<file path="config.mk">
export PLATFORM = sky130hd
export DESIGN_NAME = fbpbc_host
export DESIGN_NICKNAME = d
export VERILOG_FILES = /design/src/fbpbc_pkg.sv /design/src/fbpbc_host.sv
export VERILOG_INCLUDE_DIRS = /design/src
export SDC_FILE = /design/constraint.sdc
export NUM_CORES = 1
export LEC_CHECK = 0
export BUFFER_PORTS_ARGS = -buffer_cell sky130_fd_sc_hd__buf_4
export CORE_AREA = 4 4 166 168
export DETAILED_ROUTE_END_ITERATION = 6
export DIE_AREA = 0 0 170 172
export PLACE_DENSITY = 0.64
export SLEW_MARGIN = 20
export SYNTH_ARGS = -nofsm -noshare
export SYNTH_HDL_FRONTEND = slang
export SYNTH_SLANG_ARGS = --single-unit
</file>
<file path="constraint.sdc">
create_clock -name SYS_CLK_IN -period 4.6 [get_ports SYS_CLK_IN]
set_input_delay 0.46 -clock SYS_CLK_IN [delete_from_list [all_inputs] [get_ports SYS_CLK_IN]]
set_output_delay 0.46 -clock SYS_CLK_IN [all_outputs]
set_load 0.005 [all_outputs]
</file>
<file path="src/fbpbc_map.svh">
`ifndef FBPBC_MAP_SVH
`define FBPBC_MAP_SVH

// Command codes on the data bus (low byte).
`define FBPBC_CMD_UNLOCK1      8'hAA
`define FBPBC_CMD_UNLOCK2      8'h55
`define FBPBC_CMD_BC_SETUP     8'hEB
`define FBPBC_CMD_BC_SETUP_ALT 8'h76
`define FBPBC_CMD_BC_CONFIRM   8'h29
`define FBPBC_CMD_RESET        8'hF0
`define FBPBC_CMD_AUTOSEL      8'h90
`define FBPBC_CMD_ERASE_SETUP  8'h80
`define FBPBC_CMD_BLOCK_ERASE  8'h30
`define FBPBC_CMD_PROGRAM      8'hA0
// Unlock addresses for word mode.
`define FBPBC_ADDR_UNLOCK1     24'h000555
`define FBPBC_ADDR_UNLOCK2     24'h0002AA
// Auto-select offset of the block protection status word within a block.
`define FBPBC_ADDR_PROT_OFS    24'h000002
// Protection status codes.
`define FBPBC_PROT_OPEN        8'h00
`define FBPBC_PROT_LOCKED      8'h01
// Data polling register fields.
`define FBPBC_DP_TOGGLE_BIT    6
`define FBPBC_DP_ERROR_BIT     5
// Bus timing: 70 ns access and 50 ns write pulse at 20 ns per cycle.
`define FBPBC_CLK_NS           20
`define FBPBC_T_ACC_NS         70
`define FBPBC_T_WP_NS          50
`define FBPBC_ACC_CYC  ((`FBPBC_T_ACC_NS + `FBPBC_CLK_NS - 1) / `FBPBC_CLK_NS)
`define FBPBC_WP_CYC   ((`FBPBC_T_WP_NS + `FBPBC_CLK_NS - 1) / `FBPBC_CLK_NS)

`endif

</file>
<file path="src/fbpbc_pkg.sv">
package fbpbc_pkg;
  typedef enum logic [2:0] {
    FBPBC_OP_READ,
    FBPBC_OP_PROGRAM,
    FBPBC_OP_ERASE,
    FBPBC_OP_BLANK_CHECK,
    FBPBC_OP_PROT_STATUS,
    FBPBC_OP_RESET
  } fbpbc_op_t;

  typedef struct packed {
    fbpbc_op_t   op;
    logic [23:0] addr;
    logic [15:0] data;
  } fbpbc_req_t;

  typedef struct packed {
    logic [15:0] data;
    logic        fail;
    logic        locked;
  } fbpbc_rsp_t;
endpackage

</file>
<file path="src/fbpbc_host.sv">
`timescale 1ns/1ps
`default_nettype none
`include "fbpbc_map.svh"

module fbpbc_host
(
  input  wire logic                SYS_CLK_IN,
  input  wire logic                RESETN_IN,
  input  wire logic                REQ_VALID_IN,
  input  wire fbpbc_pkg::fbpbc_req_t REQ_IN,
  input  wire logic                WP_HIGH_IN,
  output logic                     REQ_READY_OUT,
  output logic                     RSP_VALID_OUT,
  output fbpbc_pkg::fbpbc_rsp_t    RSP_OUT,
  output logic                     FLASH_CE_N_OUT,
  output logic                     FLASH_OE_N_OUT,
  output logic                     FLASH_WE_N_OUT,
  output logic                     FLASH_WP_N_OUT,
  output logic [23:0]              FLASH_ADDR_OUT,
  output logic [15:0]              FLASH_DQ_OUT,
  output logic                     FLASH_DQ_OE_OUT,
  input  wire logic [15:0]         FLASH_DQ_IN
);

  typedef enum logic [2:0] {
    ST_IDLE,
    ST_WRITE,
    ST_READ,
    ST_POLL,
    ST_DONE
  } fbpbc_state_t;

  localparam logic [3:0] ACC_CYC = 4'(`FBPBC_ACC_CYC);
  localparam logic [3:0] WP_CYC  = 4'(`FBPBC_WP_CYC);

  function automatic logic [39:0] cyc(input logic [23:0] a, input logic [15:0] d);
    cyc = {a, d};
  endfunction

  fbpbc_state_t          state_reg, state_next;
  fbpbc_pkg::fbpbc_req_t req_reg, req_next;
  logic [39:0]           seq_reg [0:5];
  logic [39:0]           seq_next [0:5];
  logic [2:0]            nseq_reg, nseq_next, idx_reg, idx_next;
  logic [3:0]            cnt_reg, cnt_next;
  logic [15:0]           dq_meta_reg, dq_sync_reg, last_reg, last_next;
  logic                  ready_reg, ready_next, rvalid_reg, rvalid_next;
  fbpbc_pkg::fbpbc_rsp_t rsp_reg, rsp_next;
  logic                  ce_reg, ce_next, oe_reg, oe_next, we_reg, we_next;
  logic                  dqoe_reg, dqoe_next, wp_meta_reg, wp_reg, first_reg, first_next;
  logic [23:0]           addr_reg, addr_next;
  logic [15:0]           dqo_reg, dqo_next;

  always_comb
  begin
    state_next  = state_reg;
    req_next    = req_reg;
    seq_next    = seq_reg;
    nseq_next   = nseq_reg;
    idx_next    = idx_reg;
    cnt_next    = cnt_reg;
    last_next   = last_reg;
    ready_next  = 1'b0;
    rvalid_next = (state_reg == ST_DONE);
    rsp_next    = rsp_reg;
    ce_next     = 1'b1;
    oe_next     = 1'b1;
    we_next     = 1'b1;
    dqoe_next   = 1'b0;
    addr_next   = addr_reg;
    dqo_next    = dqo_reg;
    first_next  = first_reg;
    case (state_reg)
      ST_IDLE:
      begin
        ready_next = !(REQ_VALID_IN && ready_reg);
        if (REQ_VALID_IN && ready_reg)
        begin
          req_next   = REQ_IN;
          idx_next   = 3'h0;
          cnt_next   = 4'h0;
          first_next = 1'b1;
          seq_next[0] = cyc(`FBPBC_ADDR_UNLOCK1, {8'h00, `FBPBC_CMD_UNLOCK1});
          seq_next[1] = cyc(`FBPBC_ADDR_UNLOCK2, {8'h00, `FBPBC_CMD_UNLOCK2});
          case (REQ_IN.op)
            fbpbc_pkg::FBPBC_OP_PROGRAM:
            begin
              seq_next[2] = cyc(`FBPBC_ADDR_UNLOCK1, {8'h00, `FBPBC_CMD_PROGRAM});
              seq_next[3] = cyc(REQ_IN.addr, REQ_IN.data);
              nseq_next = 3'h4;
              state_next = ST_WRITE;
            end
            fbpbc_pkg::FBPBC_OP_ERASE:
            begin
              // The device blank-checks first and may skip the erase; host just polls.
              seq_next[2] = cyc(`FBPBC_ADDR_UNLOCK1, {8'h00, `FBPBC_CMD_ERASE_SETUP});
              seq_next[3] = cyc(`FBPBC_ADDR_UNLOCK1, {8'h00, `FBPBC_CMD_UNLOCK1});
              seq_next[4] = cyc(`FBPBC_ADDR_UNLOCK2, {8'h00, `FBPBC_CMD_UNLOCK2});
              seq_next[5] = cyc(REQ_IN.addr, {8'h00, `FBPBC_CMD_BLOCK_ERASE});
              nseq_next = 3'h6;
              state_next = ST_WRITE;
            end
            fbpbc_pkg::FBPBC_OP_BLANK_CHECK:
            begin
              seq_next[0] = cyc(REQ_IN.addr, {8'h00, `FBPBC_CMD_BC_SETUP});
              seq_next[1] = cyc(REQ_IN.addr, {8'h00, `FBPBC_CMD_BC_CONFIRM});
              nseq_next = 3'h2;
              state_next = ST_WRITE;
            end
            fbpbc_pkg::FBPBC_OP_PROT_STATUS:
            begin
              seq_next[2] = cyc(`FBPBC_ADDR_UNLOCK1, {8'h00, `FBPBC_CMD_AUTOSEL});
              req_next.addr = REQ_IN.addr | `FBPBC_ADDR_PROT_OFS;
              nseq_next = 3'h3;
              state_next = ST_WRITE;
            end
            fbpbc_pkg::FBPBC_OP_RESET:
            begin
              seq_next[0] = cyc(REQ_IN.addr, {8'h00, `FBPBC_CMD_RESET});
              nseq_next = 3'h1;
              state_next = ST_WRITE;
            end
            default:
            begin
              addr_next  = REQ_IN.addr;
              state_next = ST_READ;
            end
          endcase
        end
      end
      ST_WRITE:
      begin
        addr_next = seq_reg[idx_reg][39:16];
        dqo_next  = seq_reg[idx_reg][15:0];
        dqoe_next = 1'b1;
        cnt_next  = cnt_reg + 4'h1;
        // The low phase spans WP_CYC whole cycles so the write pulse is never cut short.
        ce_next   = (cnt_reg == WP_CYC + 4'h2);
        we_next   = (cnt_reg == 4'h0) || (cnt_reg >= WP_CYC + 4'h1);
        if (cnt_reg == WP_CYC + 4'h2)
        begin
          cnt_next = 4'h0;
          idx_next = idx_reg + 3'h1;
          if (idx_reg + 3'h1 == nseq_reg)
          begin
            addr_next = req_reg.addr;
            case (req_reg.op)
              fbpbc_pkg::FBPBC_OP_PROT_STATUS: state_next = ST_READ;
              fbpbc_pkg::FBPBC_OP_RESET:       state_next = ST_DONE;
              default:                         state_next = ST_POLL;
            endcase
          end
        end
      end
      ST_READ, ST_POLL:
      begin
        cnt_next = cnt_reg + 4'h1;
        // Two sync stages add two cycles before the sampled word is valid.
        ce_next  = (cnt_reg == ACC_CYC + 4'h3);
        oe_next  = ce_next;
        if (cnt_reg == ACC_CYC + 4'h3)
        begin
          cnt_next = 4'h0;
          if (state_reg == ST_READ)
          begin
            rsp_next = {dq_sync_reg, 1'b0, (dq_sync_reg[7:0] != `FBPBC_PROT_OPEN)};
            state_next = ST_DONE;
          end
          else
          begin
            last_next  = dq_sync_reg;
            first_next = 1'b0;
            if (!first_reg && (dq_sync_reg[`FBPBC_DP_TOGGLE_BIT] == last_reg[`FBPBC_DP_TOGGLE_BIT]))
            begin
              rsp_next   = {dq_sync_reg, 1'b0, 1'b0};
              state_next = ST_DONE;
            end
            else if (!first_reg && dq_sync_reg[`FBPBC_DP_ERROR_BIT])
            begin
              // Error is latched; the user must send a reset request next.
              rsp_next   = {dq_sync_reg, 1'b1, 1'b0};
              state_next = ST_DONE;
            end
          end
        end
      end
      ST_DONE: state_next = ST_IDLE;
      default: state_next = ST_IDLE;
    endcase
  end

  always_ff @(posedge SYS_CLK_IN)
  begin
    dq_meta_reg <= FLASH_DQ_IN;
    dq_sync_reg <= dq_meta_reg;
    wp_meta_reg <= WP_HIGH_IN;
    wp_reg      <= wp_meta_reg;
    seq_reg     <= seq_next;
    req_reg     <= req_next;
    nseq_reg    <= nseq_next;
    idx_reg     <= idx_next;
    cnt_reg     <= cnt_next;
    last_reg    <= last_next;
    first_reg   <= first_next;
    if (!RESETN_IN)
    begin
      state_reg  <= ST_IDLE;
      ready_reg  <= 1'b0;
      rvalid_reg <= 1'b0;
      rsp_reg    <= '0;
      ce_reg     <= 1'b1;
      oe_reg     <= 1'b1;
      we_reg     <= 1'b1;
      dqoe_reg   <= 1'b0;
      addr_reg   <= 24'h000000;
      dqo_reg    <= 16'h0000;
    end
    else
    begin
      state_reg  <= state_next;
      ready_reg  <= ready_next;
      rvalid_reg <= rvalid_next;
      rsp_reg    <= rsp_next;
      ce_reg     <= ce_next;
      oe_reg     <= oe_next;
      we_reg     <= we_next;
      dqoe_reg   <= dqoe_next;
      addr_reg   <= addr_next;
      dqo_reg    <= dqo_next;
    end
  end

  // New requests, including array reads, are only taken in idle, never while polling.
  assign REQ_READY_OUT   = ready_reg;
  assign RSP_VALID_OUT   = rvalid_reg;
  assign RSP_OUT         = rsp_reg;
  assign FLASH_CE_N_OUT  = ce_reg;
  assign FLASH_OE_N_OUT  = oe_reg;
  assign FLASH_WE_N_OUT  = we_reg;
  assign FLASH_WP_N_OUT  = wp_reg;
  assign FLASH_ADDR_OUT  = addr_reg;
  assign FLASH_DQ_OUT    = dqo_reg;
  assign FLASH_DQ_OE_OUT = dqoe_reg;
endmodule // fbpbc_host

`default_nettype wire

</file>
==> metrics.csv, run 1 <==
stage;metric;value;unit
clocking;htreeDepth;1;
die;die_y;172;µm
route;drtAntennaViolNets;0;
finish;syn2layout_area_growth;21.3;%
yosys;synth-edff-count;159;
pwr;total_power;6.60;mW
global_route;grt_max_degree;66;
route;dr.first_iter.drc_count;498;
die;coreArea;0.0259;mm²
yosys;synth_fp_nets;873;
worst_hold_path;hold_depth;1;
route;route.vias.total;6685;
pwr;powerDensity;531;mW/mm²
global_route;overflow;0;
critical_path;timing.rr.end;state_reg[0]$_SDFFE_PN0P_;
route;totalWireLength;24100;µm
clocking;cts_buffers;27;
pwr;p_leak;4.75;nW
clocking;post_cts_resized;0;
finish;layout.nets;985;
die;rows;59;
status;outcome;completed;
pwr;p_clk_share;32.6;%
yosys;avgSynthCellArea;12.8;µm²
global_route;antenna_found_initial;0;
place;portBuffers;127;
critical_path;path_max_fanout;24;
run;cap_violations;0;
yosys;async_flop_share;0;%
pwr;switching_power;1.90;mW
clocking;cts_tree;done;
finish;antenna-diode-count;0;
yosys;syn_inst;804;
yosys;yosys_warnings;0;
global_route;grt_util_all_layers;16.0;%
yosys;ys.flop_type;edfxtp_1;
place;routabilityCongestion;0.734;
yosys;yosysUniqueCellTypes;53;
sta;max_freq;295;MHz
clocking;cts_buffer_depth;3;
route;viasPerCell;5.26;
pwr;p_seq_share;46.3;%
clocking;path_clk_slew;0.06;ns
sta;setup_ws;1.21;ns
pwr;p_int;4.69;mW
die;pin_count;128;
sta;grt_setup_unrepaired;no;
clocking;postCtsSetupBuffers;0;
die;start_util;39.6;%
finish;n_fill_cell;2323;
finish;largest_reg_flops;120;
yosys;ys_seq_elements;260;
worst_hold_path;hold_end;wp_meta_reg$_DFF_P_;
sta;fin_tns_setup;0;ns
sta;hold_ws;0.0227;ns
finish;drive_gt1_share;22.6;%
global_route;grt_pass1_vias;6573;
critical_path;cp.required;5.03;ns
critical_path;crit_arrival;3.81;ns
pwr;p_sw_share;28.9;%
finish;mostFrequentLayoutCells;159 x edfxtp_1, 137 x buf_4, 101 x dfxtp_1, 67 x nor2b_1;
sta;worst_slew_pin_slew;1.07;ns
place;dpl.hpwl;14400;µm
sta;period_share;73.6;%
critical_path;worst-setup-path-type;reg2reg;
yosys;syn-cell-area;0.0103;mm²
clocking;cts.sinks;260;
global_route;grt_pass1_wl;37200;µm
sta;finalSetupViolations;0;
route;dr.pass1.iters;5;
die;die_w;170;µm
critical_path;cp-start-kind;flop;
sta;max_slew_margin;28.5;%
sta;skew;0.0167;ns
place;dpl_worst_slack;1.26;ns
route;wl_per_cell;19.0;µm
pwr;p_comb_share;21.1;%
clocking;cts-root-buf;clkbuf_16;
yosys;ys_seq_area_share;66.3;%
route;remaining_drc_errors;0;
worst_hold_path;hold_class;in2reg;
sta;hold_violations;0;
critical_path;critPathCaptureType;flop;
die;dieArea;0.0292;mm²
worst_hold_path;hp-start;WP_HIGH_IN;
critical_path;r2r_setup_slack;1.21;ns
sta;period_needed;3.39;ns
critical_path;reg2reg_from;idx_reg[1]$_SDFFCE_PN0P_;
clocking;hold_buffers;0;
clocking;clk_latency;0.54;ns
finish;final_common_cell;edfxtp_1;
sta;final_max_slew_viol_count;0;
finish;fin_util;48.0;%
pwr;ir_drop;0.423;mV
critical_path;reg2regPathDepth;7;
worst max-delay path by stage:
stage,depth (start not counted),slack [ns],startpoint,endpoint
after global routing,7,0.92,idx_reg[1]$_SDFFCE_PN0P_,FLASH_ADDR_OUT[19]$_SDFFE_PN0P_
after global placement,7,1.32,idx_reg[1]$_SDFFCE_PN0P_,state_reg[0]$_SDFFE_PN0P_
final,7,1.21,idx_reg[1]$_SDFFCE_PN0P_,state_reg[0]$_SDFFE_PN0P_
after detailed placement,7,1.26,idx_reg[1]$_SDFFCE_PN0P_,state_reg[0]$_SDFFE_PN0P_
after floorplan,4,0.38,state_reg[0]$_SDFFE_PN0P_,seq_reg[100]$_SDFFCE_PP1P_
after CTS,7,1.23,idx_reg[1]$_SDFFCE_PN0P_,state_reg[0]$_SDFFE_PN0P_
synth_stat cells, types with 5 or more instances:
master | count | area [µm²]
inv_1 | 7 | 26.3
nor3_1 | 14 | 70.1
a21oi_1 | 24 | 120
nand2b_1 | 16 | 100
or2_2 | 13 | 81.3
buf_1 | 6 | 22.5
mux2_2 | 5 | 56.3
nor2b_1 | 68 | 425
and2_1 | 22 | 138
o21ai_0 | 39 | 195
nand3_1 | 11 | 55.1
and3_1 | 24 | 150
o22ai_1 | 5 | 31.3
nor2_1 | 25 | 93.8
ha_1 | 6 | 75.1
a221oi_1 | 15 | 131
edfxtp_1 | 159 | 4770
a22oi_1 | 9 | 67.6
nand2_1 | 51 | 191
dfxtp_1 | 101 | 2020
o211a_1 | 8 | 80.1
mux2i_1 | 50 | 500
clkbuf_1 | 46 | 173
a211oi_1 | 21 | 158
a21boi_0 | 7 | 52.6
critical path: stages, from the launching register on:
cell and delay [ns]:
edfxtp_1 0.61, inv_1 0.22, ha_1 0.35, xor2_1 0.16
or4_1 0.93, and2_4 0.37, or3_1 0.34, o41ai_2 0.32
layout make-up:
type	count	area (µm²)	area share, %
clock buffer	40	786	6.32
timing repair buffer	139	1070	8.59
sequential	260	6800	54.7
clock inverter	10	90.1	0.724
multi-input combinational	481	3250	26.1
tap	335	419	3.37
inverter	7	26.3	0.211
power groups by stage:
stage	clock network, mW	registers [mW]	logic (mW)
final	2.15	3.06	1.39
after global routing	2.29	3.09	1.55
after CTS	2.19	3.06	1.41
after detailed placement	0	3.10	1.40
after global placement	0	3.10	1.37
after floorplan	0	3.06	0.877
kinds of logic (layout without fill, tap and decap cells):
logic type | Yosys count | after routing | share of synthesized area (%)
XOR/XNOR | 8 | 8 | 0.830
multiplexers | 56 | 56 | 5.65
adder cells (fa/ha/maj) | 6 | 6 | 0.732
AND/OR/NAND/NOR | 264 | 264 | 14.2
flip-flops | 260 | 260 | 66.3
buffers and inverters | 63 | 196 | 2.38
AO/OA/AOI/OAI | 147 | 147 | 9.89
per-stage QoR:
step | area (µm²) | std cells
final | 12400 | 1272
after global routing | 12400 | 1272
after CTS | 12400 | 1271
after detailed placement | 11500 | 1221
after global placement | 11500 | 1221
after floorplan | 10300 | 804
routing by layer:
metal	track usage [%]	routed length, µm	share of wire, %
met2	26.4	11400	47
met4	3.40	433	1.8
met5	0	0	0
met1	22.6	11100	46
met3	2.42	1200	5.0
No activity file was read; power rests on OpenSTA's default activity.
==> run 2, diff against run 1 <==
==> constraint.sdc (replaced) <==
create_clock -name SYS_CLK_IN -period 3.5 [get_ports SYS_CLK_IN]
set_input_delay 0.35 -clock SYS_CLK_IN [delete_from_list [all_inputs] [get_ports SYS_CLK_IN]]
set_output_delay 0.35 -clock SYS_CLK_IN [all_outputs]
set_load 0.005 [all_outputs]
==> metrics.csv, run 2 (same netlist as run 1, synthesis figures left out) <==
stage;metric;value;unit;change
status;outcome;completed;;unchanged
clocking;cts-root-buf;clkbuf_16;;unchanged
die;rows;59;;unchanged
global_route;grt_max_degree;66;;unchanged
critical_path;crit_arrival;3.19;ns;was 3.81 ns
clocking;path_clk_slew;0.06;ns;about the same
critical_path;path_max_fanout;19;;was 24
clocking;cts.sinks;260;;unchanged
finish;mostFrequentLayoutCells;159 x edfxtp_1, 147 x buf_4, 101 x dfxtp_1, 68 x nor2b_1;;was 159 x edfxtp_1, 137 x buf_4, 101 x dfxtp_1, 67 x nor2b_1
finish;final_common_cell;edfxtp_1;;unchanged
worst_hold_path;hold_class;in2reg;;unchanged
critical_path;path_depth;8;;was 7
die;die_y;172;µm;unchanged
place;dpl.hpwl;14700;µm;was 14400 µm
global_route;grt_pass1_vias;6702;;was 6573
finish;drive_gt1_share;22.0;%;was 22.6%
clocking;post_cts_resized;0;;unchanged
sta;grt_setup_unrepaired;no;;unchanged
critical_path;timing.rr.end;FLASH_ADDR_OUT[16]$_SDFFE_PN0P_;;was state_reg[0]$_SDFFE_PN0P_
pwr;p_leak;4.84;nW;was 4.75 nW
critical_path;slowest_stage;or4_1;;unchanged
pwr;powerDensity;682;mW/mm²;was 531 mW/mm²
sta;max_slew_margin;35.1;%;was 28.5%
sta;setup_ws;0.711;ns;was 1.21 ns
sta;skew;0.0149;ns;was 0.0167 ns
critical_path;crit_path_start;idx_reg[1]$_SDFFCE_PN0P_;;unchanged
critical_path;cpPeakStageDelay;0.59;ns;was 0.93 ns
place;post-place-cells;1231;;was 1221
clocking;cts_tree;done;;unchanged
sta;max_freq;359;MHz;was 295 MHz
pwr;ir_drop;0.410;mV;was 0.423 mV
sta;period_needed;2.79;ns;was 3.39 ns
global_route;grt_util_all_layers;15.9;%;was 16.0%
sta;final_max_slew_viol_count;0;;unchanged
global_route;antenna_found_initial;0;;unchanged
route;wl_per_cell;18.4;µm;was 19.0 µm
route;dr.pass1.iters;4;;was 5
place;routabilityCongestion;0.726;;was 0.734
sta;fin_tns_setup;0;ns;unchanged
global_route;grt_pass1_wl;37000;µm;was 37200 µm
place;dpl_worst_slack;0.703;ns;was 1.26 ns
clocking;htreeDepth;1;;unchanged
route;route.vias.total;6657;;was 6685
finish;antenna-diode-count;0;;unchanged
route;dr.first_iter.drc_count;481;;was 498
finish;syn2layout_area_growth;23.2;%;was 21.3%
clocking;cts_buffers;27;;unchanged
finish;stdcell_count;1298;;was 1272
global_route;overflow;0;;unchanged
clocking;cts_buffer_depth;3;;unchanged
critical_path;r2r_setup_slack;0.71;ns;was 1.21 ns
place;portBuffers;127;;unchanged
die;pin_count;128;;unchanged
finish;n_fill_cell;2276;;was 2323
route;drtAntennaViolNets;0;;unchanged
worst_hold_path;hold_depth;1;;unchanged
sta;hold_violations;0;;unchanged
die;coreArea;0.0259;mm²;unchanged
critical_path;reg2reg_from;idx_reg[1]$_SDFFCE_PN0P_;;unchanged
route;remaining_drc_errors;0;;unchanged
critical_path;cp-start-kind;flop;;unchanged
die;dieArea;0.0292;mm²;unchanged
critical_path;crit_chain;inv_1, ha_1, xor2_1, or4_1, buf_4, or2_2, o21ai_0, a211oi_1;;was inv_1, ha_1, xor2_1, or4_1, and2_4, or3_1, o41ai_2
critical_path;critPathCaptureType;flop;;unchanged
critical_path;cpLargestDelayFamily;simple AND/OR/NAND/NOR gates;;unchanged
finish;largest_reg_flops;120;;unchanged
die;die_w;170;µm;unchanged
finish;layout.nets;1011;;was 985
sta;period_share;79.7;%;was 73.6%
sta;finalSetupViolations;0;;unchanged
critical_path;crit_path_end;FLASH_ADDR_OUT[16]$_SDFFE_PN0P_;;was state_reg[0]$_SDFFE_PN0P_
die;start_util;39.6;%;unchanged
route;totalWireLength;23900;µm;was 24100 µm
clocking;clk_latency;0.54;ns;about the same
critical_path;worst-setup-path-type;reg2reg;;unchanged
sta;worst_slew_pin_slew;0.966;ns;was 1.07 ns
route;viasPerCell;5.13;;was 5.26
critical_path;cp.buffers_inverters;2;;was 1
critical_path;cp.required;3.90;ns;was 5.03 ns
run;cap_violations;0;;unchanged
critical_path;reg2regPathDepth;8;;was 7
[run 2: changes by cell type in the layout (fill, tap and decap cells not counted), sizes merged]
cell	change
clkinv	-2
buf	+9
dlygate4sd3	+17
inv	-5
clkbuf	+7
[run 2: metal layers]
| layer | vias up | global-route usage, % | wire, µm |
|---|---|---|---|
| li1 | 3212 | - | - |
| met1 | 3225 | 21.9 | 10500 |
| met2 | 181 | 26.8 | 11400 |
| met3 | 39 | 2.47 | 1400 |
| met4 | 0 | 3.72 | 529 |
| met5 | - | 0 | 0 |
[run 2: power breakdown]
group / internal, mW / switching [mW]
Sequential: 3.78 / 0.230
Clock: 1.65 / 1.12
Combinational: 0.766 / 1.08
Total: 6.19 / 2.43
[run 2: timing repair]
action                                  CTS  global route
hold buffers                             17             0
buffers inserted                          0             0
endpoints found under the hold margin    17             0
endpoints found under the setup margin    0             0
[run 2: metrics by stage]
step | hold WS (ns) | utilization, % | area, µm² | power [mW]
after global routing | 0.0220 | 48.8 | 12600 | 9.06
after floorplan | 0.310 | - | 10300 | 5.18
final | 0.0300 | 48.8 | 12600 | 8.62
after CTS | 0.00798 | 48.8 | 12600 | 8.72
after global placement | 0.310 | 44.8 | 11600 | 5.89
after detailed placement | 0.312 | 44.8 | 11600 | 5.93
[run 2: layout make-up]
type	instances	area (µm²)	area share [%]
clock buffer	47	816	6.46
clock inverter	3	43.8	0.347
inverter	7	26.3	0.208
multi-input combinational	481	3240	25.6
sequential	260	6800	53.8
tap	335	419	3.32
timing repair buffer	165	1290	10.2
[run 2: worst min path at each step]
stage / end / slack, ns / from
global route: req_reg[24]$_DFFE_PN_ / 0.02 / REQ_IN[24]
floorplan: FLASH_WP_N_OUT$_DFF_P_ / 0.31 / wp_meta_reg$_DFF_P_
global placement: dq_sync_reg[5]$_DFF_P_ / 0.31 / dq_meta_reg[5]$_DFF_P_
detailed placement: dq_sync_reg[15]$_DFF_P_ / 0.31 / dq_meta_reg[15]$_DFF_P_
CTS: seq_reg[37]$_DFFE_PP_ / 0.008 / REQ_IN[37]
finish: req_reg[36]$_DFFE_PN_ / 0.03 / REQ_IN[36]
==> run 3, diff against run 2 <==
==> constraint.sdc (replaced) <==
create_clock -name SYS_CLK_IN -period 2.9 [get_ports SYS_CLK_IN]
set_input_delay 0.29 -clock SYS_CLK_IN [delete_from_list [all_inputs] [get_ports SYS_CLK_IN]]
set_output_delay 0.29 -clock SYS_CLK_IN [all_outputs]
set_load 0.005 [all_outputs]
==> metrics.csv, run 3 (same netlist as run 1, synthesis figures left out) <==
stage;metric;value;unit;change
route;viasPerCell;5.19;;was 5.13
clocking;htreeDepth;1;;unchanged
sta;final_max_slew_viol_count;0;;unchanged
route;totalWireLength;24900;µm;was 23900 µm
status;outcome;completed;;unchanged
clocking;post_cts_resized;0;;unchanged
clocking;clk_latency;0.55;ns;was 0.54 ns
global_route;grt_pass1_vias;6835;;was 6702
route;route.vias.total;6933;;was 6657
pwr;total_power;10.8;mW;was 8.62 mW
route;drtAntennaViolNets;0;;unchanged
global_route;grt_max_degree;43;;was 66
critical_path;critPathCaptureType;flop;;unchanged
finish;fin_util;50.7;%;was 48.8%
die;pin_count;128;;unchanged
finish;syn2layout_area_growth;28.1;%;was 23.2%
die;die_y;172;µm;unchanged
die;coreArea;0.0259;mm²;unchanged
critical_path;path_max_fanout;8;;was 19
finish;final_common_cell;edfxtp_1;;unchanged
global_route;antenna_found_initial;0;;unchanged
route;dr.first_iter.drc_count;445;;was 481
place;routabilityCongestion;0.780;;was 0.726
clocking;path_clk_slew;0.07;ns;was 0.06 ns
route;wl_per_cell;18.6;µm;was 18.4 µm
finish;antenna-diode-count;0;;unchanged
critical_path;cp.required;3.35;ns;was 3.90 ns
finish;largest_reg_flops;120;;unchanged
critical_path;slowest_stage;or4_1;;unchanged
sta;max_freq;364;MHz;was 359 MHz
global_route;overflow;0;;unchanged
die;start_util;39.6;%;unchanged
clocking;cts-root-buf;clkbuf_16;;unchanged
clocking;postCtsSetupBuffers;0;;unchanged
run;cap_violations;0;;unchanged
sta;worst_slew_pin_slew;0.524;ns;was 0.966 ns
sta;fin_tns_setup;0;ns;unchanged
sta;max_slew_margin;64.2;%;was 35.1%
clocking;cts.sinks;260;;unchanged
pwr;ir_drop;0.463;mV;was 0.410 mV
place;dpl.hpwl;15400;µm;was 14700 µm
clocking;cts_buffers;28;;was 27
finish;drive_gt1_share;23.2;%;was 22.0%
worst_hold_path;hold_class;in2reg;;unchanged
finish;layout.nets;1049;;was 1011
sta;hold_violations;0;;unchanged
route;dr.pass1.iters;5;;was 4
place;portBuffers;127;;unchanged
critical_path;cpPeakStageDelay;0.69;ns;was 0.59 ns
clocking;hold_buffers;44;;was 17
pwr;p_leak;5.06;nW;was 4.84 nW
clocking;cts_tree;done;;unchanged
sta;grt_setup_unrepaired;no;;unchanged
critical_path;cp-start-kind;flop;;unchanged
critical_path;crit_chain;ha_1, xor3_1, or4_1, and2_4, or3_1, o41ai_2;;was inv_1, ha_1, xor2_1, or4_1, buf_4, or2_2, o21ai_0, a211oi_1
route;remaining_drc_errors;0;;unchanged
clocking;cts_buffer_depth;3;;unchanged
sta;skew;0.0133;ns;was 0.0149 ns
global_route;grt_pass1_wl;38600;µm;was 37000 µm
sta;hold_ws;0.0233;ns;was 0.0300 ns
critical_path;worst-setup-path-type;reg2reg;;unchanged
global_route;grt_util_all_layers;16.6;%;was 15.9%
finish;mostFrequentLayoutCells;159 x edfxtp_1, 154 x buf_4, 101 x dfxtp_1, 68 x nor2b_1;;was 159 x edfxtp_1, 147 x buf_4, 101 x dfxtp_1, 68 x nor2b_1
sta;period_needed;2.74;ns;was 2.79 ns
sta;finalSetupViolations;0;;unchanged
pwr;powerDensity;822;mW/mm²;was 682 mW/mm²
die;dieArea;0.0292;mm²;unchanged
sta;period_share;94.6;%;was 79.7%
die;die_w;170;µm;unchanged
critical_path;crit_arrival;3.19;ns;about the same
die;rows;59;;unchanged
==> run 3: routing by layer <==
metal / global-route usage, % / up-vias / share of wire (%)
li1: - / 3294 / -
met1: 22.7 / 3405 / 45
met2: 28.3 / 201 / 48
met3: 2.51 / 33 / 5.6
met4: 3.47 / 0 / 1.6
met5: 0 / - / 0
==> run 3: report_power, final <==
part	internal, mW	switching, mW
Clock	2.14	1.45
Sequential	4.56	0.256
Combinational	1.02	1.37
Total	7.72	3.07
==> run 3: path summary, 6_finish.rpt <==
| check | endpoint | depth (start not counted) | slack [ns] | start |
|---|---|---|---|---|
| setup reg to reg | state_reg[0]$_SDFFE_PN0P_ | 6 | 0.16 | idx_reg[0]$_SDFFCE_PN0P_ |
| setup / recovery | state_reg[0]$_SDFFE_PN0P_ | 6 | 0.16 | idx_reg[0]$_SDFFCE_PN0P_ |
| hold reg to reg | dq_sync_reg[1]$_DFF_P_ | 0 | 0.33 | dq_meta_reg[1]$_DFF_P_ |
| hold / removal | seq_reg[81]$_SDFFCE_PP1P_ | 2 | 0.02 | REQ_IN[1] |
==> run 3: cell type report <==
class / count / area [µm²]
fillers: 2259 / 12800
flip-flops and latches: 260 / 6800
multi-input cells: 481 / 3250
repair buffers: 202 / 1680
clock buffers: 41 / 852
well taps: 335 / 419
clock inverters: 11 / 111
inverters: 7 / 30.0
==> run 3: worst max-delay path, delay by kind of cell (launching register included) <==
family,cells,cell delay (ns)
and+or+nand+nor,3,1.26
DFF,1,0.44
AOI/OAI and AO/OA,1,0.33
xor gates and xnor gates,1,0.34
adders and majority gates,1,0.27
==> run 3: through the flow <==
stage | std cells | instance area [µm²] | setup slack, ns
5_1_grt | 1337 | 13100 | 0.0200
3_5_place_dp | 1241 | 11700 | 0.178
2_1_floorplan | 804 | 10300 | -0.162
3_3_place_gp | 1241 | 11700 | 0.233
4_1_cts | 1337 | 13100 | 0.172
6_report | 1337 | 13100 | 0.156
